File: src/dogp_pkg.sv
// Register map, field positions and reset values for the dual octal GPIO block
package dogp_pkg;
  localparam int unsigned DOGP_AW = 4;
  localparam int unsigned DOGP_DW = 8;
  localparam logic [3:0] DOGP_H_LEVEL = 4'h0;
  localparam logic [3:0] DOGP_H_LATCH = 4'h1;
  localparam logic [3:0] DOGP_H_DIR = 4'h2;
  localparam logic [3:0] DOGP_SEG_40_47 = 4'h3;
  localparam logic [3:0] DOGP_J_LEVEL = 4'h4;
  localparam logic [3:0] DOGP_J_LATCH = 4'h5;
  localparam logic [3:0] DOGP_J_DIR = 4'h6;
  localparam logic [3:0] DOGP_SEG_32_39 = 4'h7;
  localparam logic [3:0] DOGP_G_LEVEL = 4'h8;
  localparam int unsigned DOGP_PU_BIT = 5;
  localparam logic [7:0] DOGP_DIR_RST = 8'hFF;
  localparam logic [7:0] DOGP_LAT_RST = 8'h00;
  localparam logic [7:0] DOGP_SEG_RST = 8'h00;
  // Pull-up control: set = pull-ups on, clear = off; reset leaves them off
  localparam logic DOGP_PU_RST = 1'b0;
  // Bank J pin 0 has no segment function
  localparam logic [7:0] DOGP_J_SEG_MASK = 8'hFE;
endpackage : dogp_pkg

File: src/dogp_sync.sv
// Two-flop synchroniser for a bank of pin inputs
module dogp_sync
  import dogp_pkg::*;
#(
  parameter int unsigned W = 8
)
(
  input wire logic clk,
  input wire logic rst_b,
  input wire logic ce,
  input wire logic [W-1:0] d,
  output logic [W-1:0] q
);
  logic [W-1:0] meta_r;

  always_ff @(posedge clk)
  begin
    if (!rst_b)
    begin
      meta_r <= '0;
      q <= '0;
    end
    else if (ce)
    begin
      meta_r <= d;
      q <= meta_r;
    end
  end
endmodule : dogp_sync

File: src/dogp_top.sv
// Two octal GPIO banks with LCD segment override and bank J pull-ups
// What this block does
// - Bank H: eight pins, level, latch, direction.
// - Direction 0 drives latch; 1 reads pin.
// - Each pin's direction bit acts alone.
// - Segment enable blocks drive and input use.
// - H pins map to segments 47..44, 40..43.
// - Segment ownership ignores the direction bit.
// - Bank J: same scheme as bank H.
// - Bank J pins reset as inputs.
// - J pins 1..7 overridable; pin 0 never.
// - J pins map 33..35, then 39..36.
// - One shared bit gates J pull-ups.
// - Output direction disables a pin's pull-up.
// - Pull-ups disabled after every reset.
// - Parameter removes both banks for small package.
// - Overrides never written into direction register.
// - Small package: pull-up bit reads zero.
//
// Added by the designer: the register addresses and the plain strobed port.
module dogp_top
  import dogp_pkg::*;
#(
  parameter bit HAS_BANKS = 1'b1,
  parameter int unsigned WIDTH = 8
)
(
  input wire logic clk,
  input wire logic rst_b,
  input wire logic ce,
  input wire logic [3:0] addr,
  input wire logic [7:0] wdata,
  input wire logic wr,
  input wire logic rd,
  output logic [7:0] rdata,
  input wire logic [7:0] bank_h_pin_in,
  output logic [7:0] bank_h_pin_out,
  output logic [7:0] bank_h_pin_oe,
  output logic [7:0] lcd_h_seg_own,
  input wire logic [7:0] bank_j_pin_in,
  output logic [7:0] bank_j_pin_out,
  output logic [7:0] bank_j_pin_oe,
  output logic [7:0] lcd_j_seg_own,
  output logic [7:0] bank_j_pullup_on
);
  // Remaps and masks below are written for eight-bit banks only
  if (WIDTH != DOGP_DW)
  begin : g_bad_width
    $error("dogp_top supports only 8-bit banks");
  end

  // Segment register bit i -> pin index, remapped per bank
  function automatic logic [7:0] map_h(input logic [7:0] se);
    map_h = {se[3], se[2], se[1], se[0], se[4], se[5], se[6], se[7]};
  endfunction : map_h

  function automatic logic [7:0] map_j(input logic [7:0] se);
    map_j = {se[4], se[5], se[6], se[7], se[3], se[2], se[1], 1'b0};
  endfunction : map_j

  // Drive only where software asks for output and no segment owns the pin
  function automatic logic [7:0] drive_of(input logic [7:0] dir, input logic [7:0] own);
    drive_of = ~dir & ~own;
  endfunction : drive_of

  logic [7:0] h_lat_r, h_dir_r, seg5_r, j_lat_r, j_dir_r, seg4_r;
  logic [7:0] h_lat_nxt, h_dir_nxt, seg5_nxt, j_lat_nxt, j_dir_nxt, seg4_nxt;
  logic pu_ctl_r, pu_ctl_nxt;
  logic [7:0] h_sync, j_sync;
  logic [7:0] rdata_nxt;

  dogp_sync #(.W(8)) u_sync_h (
    .clk(clk), .rst_b(rst_b), .ce(ce), .d(bank_h_pin_in), .q(h_sync)
  );
  dogp_sync #(.W(8)) u_sync_j (
    .clk(clk), .rst_b(rst_b), .ce(ce), .d(bank_j_pin_in), .q(j_sync)
  );

  wire en = HAS_BANKS;
  wire wr_h_lat = en && wr && (addr == DOGP_H_LEVEL || addr == DOGP_H_LATCH);
  wire wr_j_lat = en && wr && (addr == DOGP_J_LEVEL || addr == DOGP_J_LATCH);
  wire wr_h_dir = en && wr && addr == DOGP_H_DIR;
  wire wr_j_dir = en && wr && addr == DOGP_J_DIR;
  wire wr_seg5 = en && wr && addr == DOGP_SEG_40_47;
  wire wr_seg4 = en && wr && addr == DOGP_SEG_32_39;
  wire wr_g = en && wr && addr == DOGP_G_LEVEL;

  assign h_lat_nxt = wr_h_lat ? wdata : h_lat_r;
  assign j_lat_nxt = wr_j_lat ? wdata : j_lat_r;
  // Only software writes reach direction; overrides act on pins only
  assign h_dir_nxt = wr_h_dir ? wdata : h_dir_r;
  assign j_dir_nxt = wr_j_dir ? wdata : j_dir_r;
  assign seg5_nxt = wr_seg5 ? wdata : seg5_r;
  assign seg4_nxt = wr_seg4 ? wdata : seg4_r;
  assign pu_ctl_nxt = wr_g ? wdata[DOGP_PU_BIT] : pu_ctl_r;

  wire [7:0] h_own = en ? map_h(seg5_r) : 8'h00;
  wire [7:0] j_own = en ? (map_j(seg4_r) & DOGP_J_SEG_MASK) : 8'h00;
  // Per-bit drive; segment owner wins over direction
  wire [7:0] h_oe_nxt = en ? drive_of(h_dir_r, h_own) : 8'h00;
  wire [7:0] j_oe_nxt = en ? drive_of(j_dir_r, j_own) : 8'h00;
  // Pull-up active only when bit set, pin input and not a segment
  wire [7:0] j_pu_nxt = (en && pu_ctl_r) ? (j_dir_r & ~j_own) : 8'h00;
  // Segment pins read as zero: input use suppressed
  wire [7:0] h_in = h_sync & ~h_own;
  wire [7:0] j_in = j_sync & ~j_own;

  always_comb
  begin
    rdata_nxt = 8'h00;
    if (rd && en)
    begin
      case (addr)
        DOGP_H_LEVEL: rdata_nxt = h_in;
        DOGP_H_LATCH: rdata_nxt = h_lat_r;
        DOGP_H_DIR: rdata_nxt = h_dir_r;
        DOGP_SEG_40_47: rdata_nxt = seg5_r;
        DOGP_J_LEVEL: rdata_nxt = j_in;
        DOGP_J_LATCH: rdata_nxt = j_lat_r;
        DOGP_J_DIR: rdata_nxt = j_dir_r;
        DOGP_SEG_32_39: rdata_nxt = seg4_r;
        DOGP_G_LEVEL: rdata_nxt = 8'(pu_ctl_r) << DOGP_PU_BIT;
        default: rdata_nxt = 8'h00;
      endcase
    end
  end

  always_ff @(posedge clk)
  begin
    if (!rst_b)
    begin
      h_lat_r <= DOGP_LAT_RST;
      j_lat_r <= DOGP_LAT_RST;
      h_dir_r <= DOGP_DIR_RST;
      j_dir_r <= DOGP_DIR_RST;
      seg5_r <= DOGP_SEG_RST;
      seg4_r <= DOGP_SEG_RST;
      pu_ctl_r <= DOGP_PU_RST;
      rdata <= 8'h00;
      bank_h_pin_out <= 8'h00;
      bank_h_pin_oe <= 8'h00;
      lcd_h_seg_own <= 8'h00;
      bank_j_pin_out <= 8'h00;
      bank_j_pin_oe <= 8'h00;
      lcd_j_seg_own <= 8'h00;
      bank_j_pullup_on <= 8'h00;
    end
    else if (ce)
    begin
      h_lat_r <= h_lat_nxt;
      j_lat_r <= j_lat_nxt;
      h_dir_r <= h_dir_nxt;
      j_dir_r <= j_dir_nxt;
      seg5_r <= seg5_nxt;
      seg4_r <= seg4_nxt;
      pu_ctl_r <= pu_ctl_nxt;
      rdata <= rdata_nxt;
      bank_h_pin_out <= h_lat_r & h_oe_nxt;
      bank_h_pin_oe <= h_oe_nxt;
      lcd_h_seg_own <= h_own;
      bank_j_pin_out <= j_lat_r & j_oe_nxt;
      bank_j_pin_oe <= j_oe_nxt;
      lcd_j_seg_own <= j_own;
      bank_j_pullup_on <= j_pu_nxt;
    end
  end
endmodule : dogp_top

File: config.mk
export PLATFORM = sky130hd
export DESIGN_NAME = dogp_top
export DESIGN_NICKNAME = d
export VERILOG_FILES = /design/src/dogp_pkg.sv /design/src/dogp_sync.sv /design/src/dogp_top.sv
export SDC_FILE = /design/constraint.sdc
export NUM_CORES = 1
export LEC_CHECK = 0
export BUFFER_PORTS_ARGS = -buffer_cell sky130_fd_sc_hd__buf_2
export CORE_UTILIZATION = 45
export CTS_CLUSTER_DIAMETER = 100
export DETAILED_ROUTE_END_ITERATION = 8
export GPL_ROUTABILITY_DRIVEN = 0
export PLACE_DENSITY = 0.73
export SYNTH_ARGS = -nofsm -noshare
export SYNTH_HDL_FRONTEND = slang
export SYNTH_HIERARCHICAL = 1
export SYNTH_SLANG_ARGS = --single-unit
File: constraint.sdc
create_clock -name clk -period 1.7 [get_ports clk]
set_input_delay 0.255 -clock clk [delete_from_list [all_inputs] [get_ports clk]]
set_output_delay 0.255 -clock clk [all_outputs]
set_load 0.02 [all_outputs]
==> results by group <==
Status
  • Status: finished clean

Global routing
  • First-pass GRT wire length: about 26,000 um
  • Largest net degree at the start of global routing: 75
  • Vias in the first global route: between 4,000 and 5,000
  • Initial antenna violation count: 0
  • Total Routing Usage GR: between 20% and 30%
  • Total gr overflow: 0

Worst setup path
  • CP bufs+invs: 0
  • Reg-to-reg startpoint: j_dir_r[3]
  • Worst path depth: 4
  • Worst Setup End Kind: register
  • Crit path max-delay family: compound AO/OA/AOI/OAI gates
  • Slowest-stage cell, CP: dfxtp_1
  • Required time of the critical path: around 2 ns
  • Critical path class: register to register
  • Cells along the critical path: mux2_1 > a221oi_1 > a31oi_1 > a221o_1
  • CP max stage delay: 0.37 ns
  • CP Capture Point: rdata[3]
  • CP arrival: around 1.8 ns
  • R2R cell count: 4
  • Reg2Reg Setup Slack: around 0.25 ns
  • Startpoint Class: register
  • Setup crit start: j_dir_r[3]
  • Crit Path Max Fanout: 4
  • RR Endpoint: rdata[3]

Synthesis
  • Top cells by area, synth: dfxtp_1, mux2i_1, nor2b_1
  • FFs w/ async S/R, synth: 0%
  • Post-synth EDFFs: 0
  • Mapped Area: approximately 6300 um2
  • Synth Area per Inst: just under 10 um2
  • #FFs+latches synth: 144
  • Post-synth top flop: dfxtp_1
  • Post-synth top cells: dfxtp_1, mux2i_1, nor2b_1, nand2_1
  • Cell taking the most area after synthesis: dfxtp_1
  • Unique masters post-synth: 51
  • Post-synth top area share: a little under half
  • Post-synthesis sequential area ratio: a little under half
  • Ys Warns: 6
  • Cells after synthesis: ~640
  • Net Count, Synth: ~670
  • Count leader, synth: dfxtp_1

CTS
  • CTS Sinks: 144
  • Clock Latency Late Sink: between 0.4 and 0.5 ns
  • Maximum clock insertion buffer count: 2
  • Clock slew at reported path FFs: around 0.060 ns
  • Total of cells resized after clock tree synthesis: 0
  • Clock Tree Root: clkbuf_16
  • # hold bufs at CTS: 0
  • Clock buffer count from CTS: 17
  • CTS tree: built
  • # H-tree levels: 4
  • Setup bufs post-CTS: 0

Cells and area
  • Reg area: 2883 um2
  • Filler cell count: around 1,200
  • Number of diodes: 0
  • Share of cells above drive strength 1: 22.96%
  • Area of the multi-input gates: about 3100 um2
  • Layout area overhead: 21.15%
  • Post-Layout Inst Area: between 7000 and 8000 um2
  • NumNets Final: about 770

Power and ir drop
  • Pwr dens: approximately 1000 nW/um2
  • Overall power: around 8.0 mW
  • Peak VDD IR: 0.0007549 V
  • P_leak: 3.198 nW

STA
  • Slew margin rel.: 57.47%
  • Count of final hold-check violations: 0
  • RSZ-0062 raised after global routing: false
  • Maximum clock rate: 0.6880 GHz
  • Slew Viols, Final: 0
  • Layout Skew: 0.007912 ns
  • Final TNS setup: 0 ns
  • Period utilization: 85.50%
  • Final Setup Violations: 0
  • Tmin final: about 1.5 ns
  • Measured slew at the worst slew-check pin: around 0.64 ns

Detailed routing
  • DR vias: roughly 5,100
  • Total routed wirelength: ~16,000 um
  • DRT antenna net count: 0
  • Initial DRT Pass Iterations: 5
  • Drt via density: about 5.5
  • Drt first-iter violations: about 490
  • Wire per inst: roughly 18 um
  • DRC: 0

Min path
  • Min-Delay Path Class: primary input to register

Place
  • DP HPWL: between 10,000 and 15,000 um
  • # port buffers: 95
  • Dpl cell area: 7012 um2

Die
  • Die W: 120.6 um
  • Core area: around 13,000 um2
  • Die ar.: around 15,000 um2
  • Row count: 42
  • Starting density of the core: ~47%
  • Ports: between 90 and 100
  • Die Y: approximately 120 um

Flow run
  • Max-Cap Viols: 0
worst register-to-register path: cells and delay by family (launching register included):
kind               cells  cell delay (ns)
AOI/OAI and AO/OA      3             0.66
DFF                    1             0.37
muxes                  1             0.32
per-layer routing:
metal	vias up	routed length, um	global-route usage [%]
li1	2404	-	-
met1	2382	7256	31.18
met2	252	7471	36.42
met3	43	1166	4.717
met4	0	491	12.04
met5	-	0	0
layout by cell type, fill, tap and decap left out, types with 5 or more instances in the layout:
cell / instances
nand4b_1: 7
a21boi_1: 16
buf_4: 30
mux2i_1: 94
nand3_1: 24
clkbuf_16: 17
nand3b_1: 9
a31oi_1: 5
o21ai_0: 9
nand2_1: 53
mux4_2: 5
buf_2: 94
nor2_1: 24
nand2b_1: 22
a21boi_0: 20
clkbuf_8: 5
nor2b_1: 94
o21ai_1: 15
dfxtp_1: 144
logic make-up after synthesis:
family / Yosys count / synth area share, %
AO/OA/AOI/OAI: 90 / 9.773
flip-flops: 144 / 45.58
multiplexers: 101 / 17.01
buffers and inverters: 47 / 4.629
other: 1 / 0.05929
AND/OR/NAND/NOR: 253 / 22.95
worst min-delay path by stage:
stage	startpoint	cells past startpoint	to
after floorplan	wdata[7]	2	h_dir_r[7]
after global placement	bank_j_pin_out[2]	2	bank_j_pin_out[2]
after detailed placement	rdata[7]	2	rdata[7]
after CTS	bank_j_pin_in[6]	3	u_sync_j/meta_r[6]
after global routing	bank_h_pin_in[3]	3	u_sync_h/meta_r[3]
final	bank_j_pin_in[6]	3	u_sync_j/meta_r[6]
power by group:
part	internal, mW	switching [mW]	total (mW)	leakage, nW
Clock	2.65	1.39	4.04	0.311
Sequential	3.43	0.0424	3.47	1.17
Combinational	0.234	0.286	0.520	1.72
Total	6.31	1.72	8.03	3.20
stage by stage:
stage               instances  hold slack, ns  worst slack [ns]  utilization, %
floorplan                 636          0.3790            0.2836               -
global placement          893          0.4615           0.08788           52.12
detailed placement        893          0.4646           0.02813           52.12
CTS                       925         0.08777            0.2451           56.96
global route              925          0.1061            0.2084           56.96
finish                    925         0.09718            0.2465           56.96
layout make-up:
class                   count  area share (%)
clock buffers              23           6.499
well taps                 176           2.874
multi-input cells         445           41.10
inverters                   1         0.04899
flip-flops and latches    144           37.62
clock inverters             9           1.992
repair buffers            127           9.863
No activity file was read; power rests on OpenSTA's default activity.
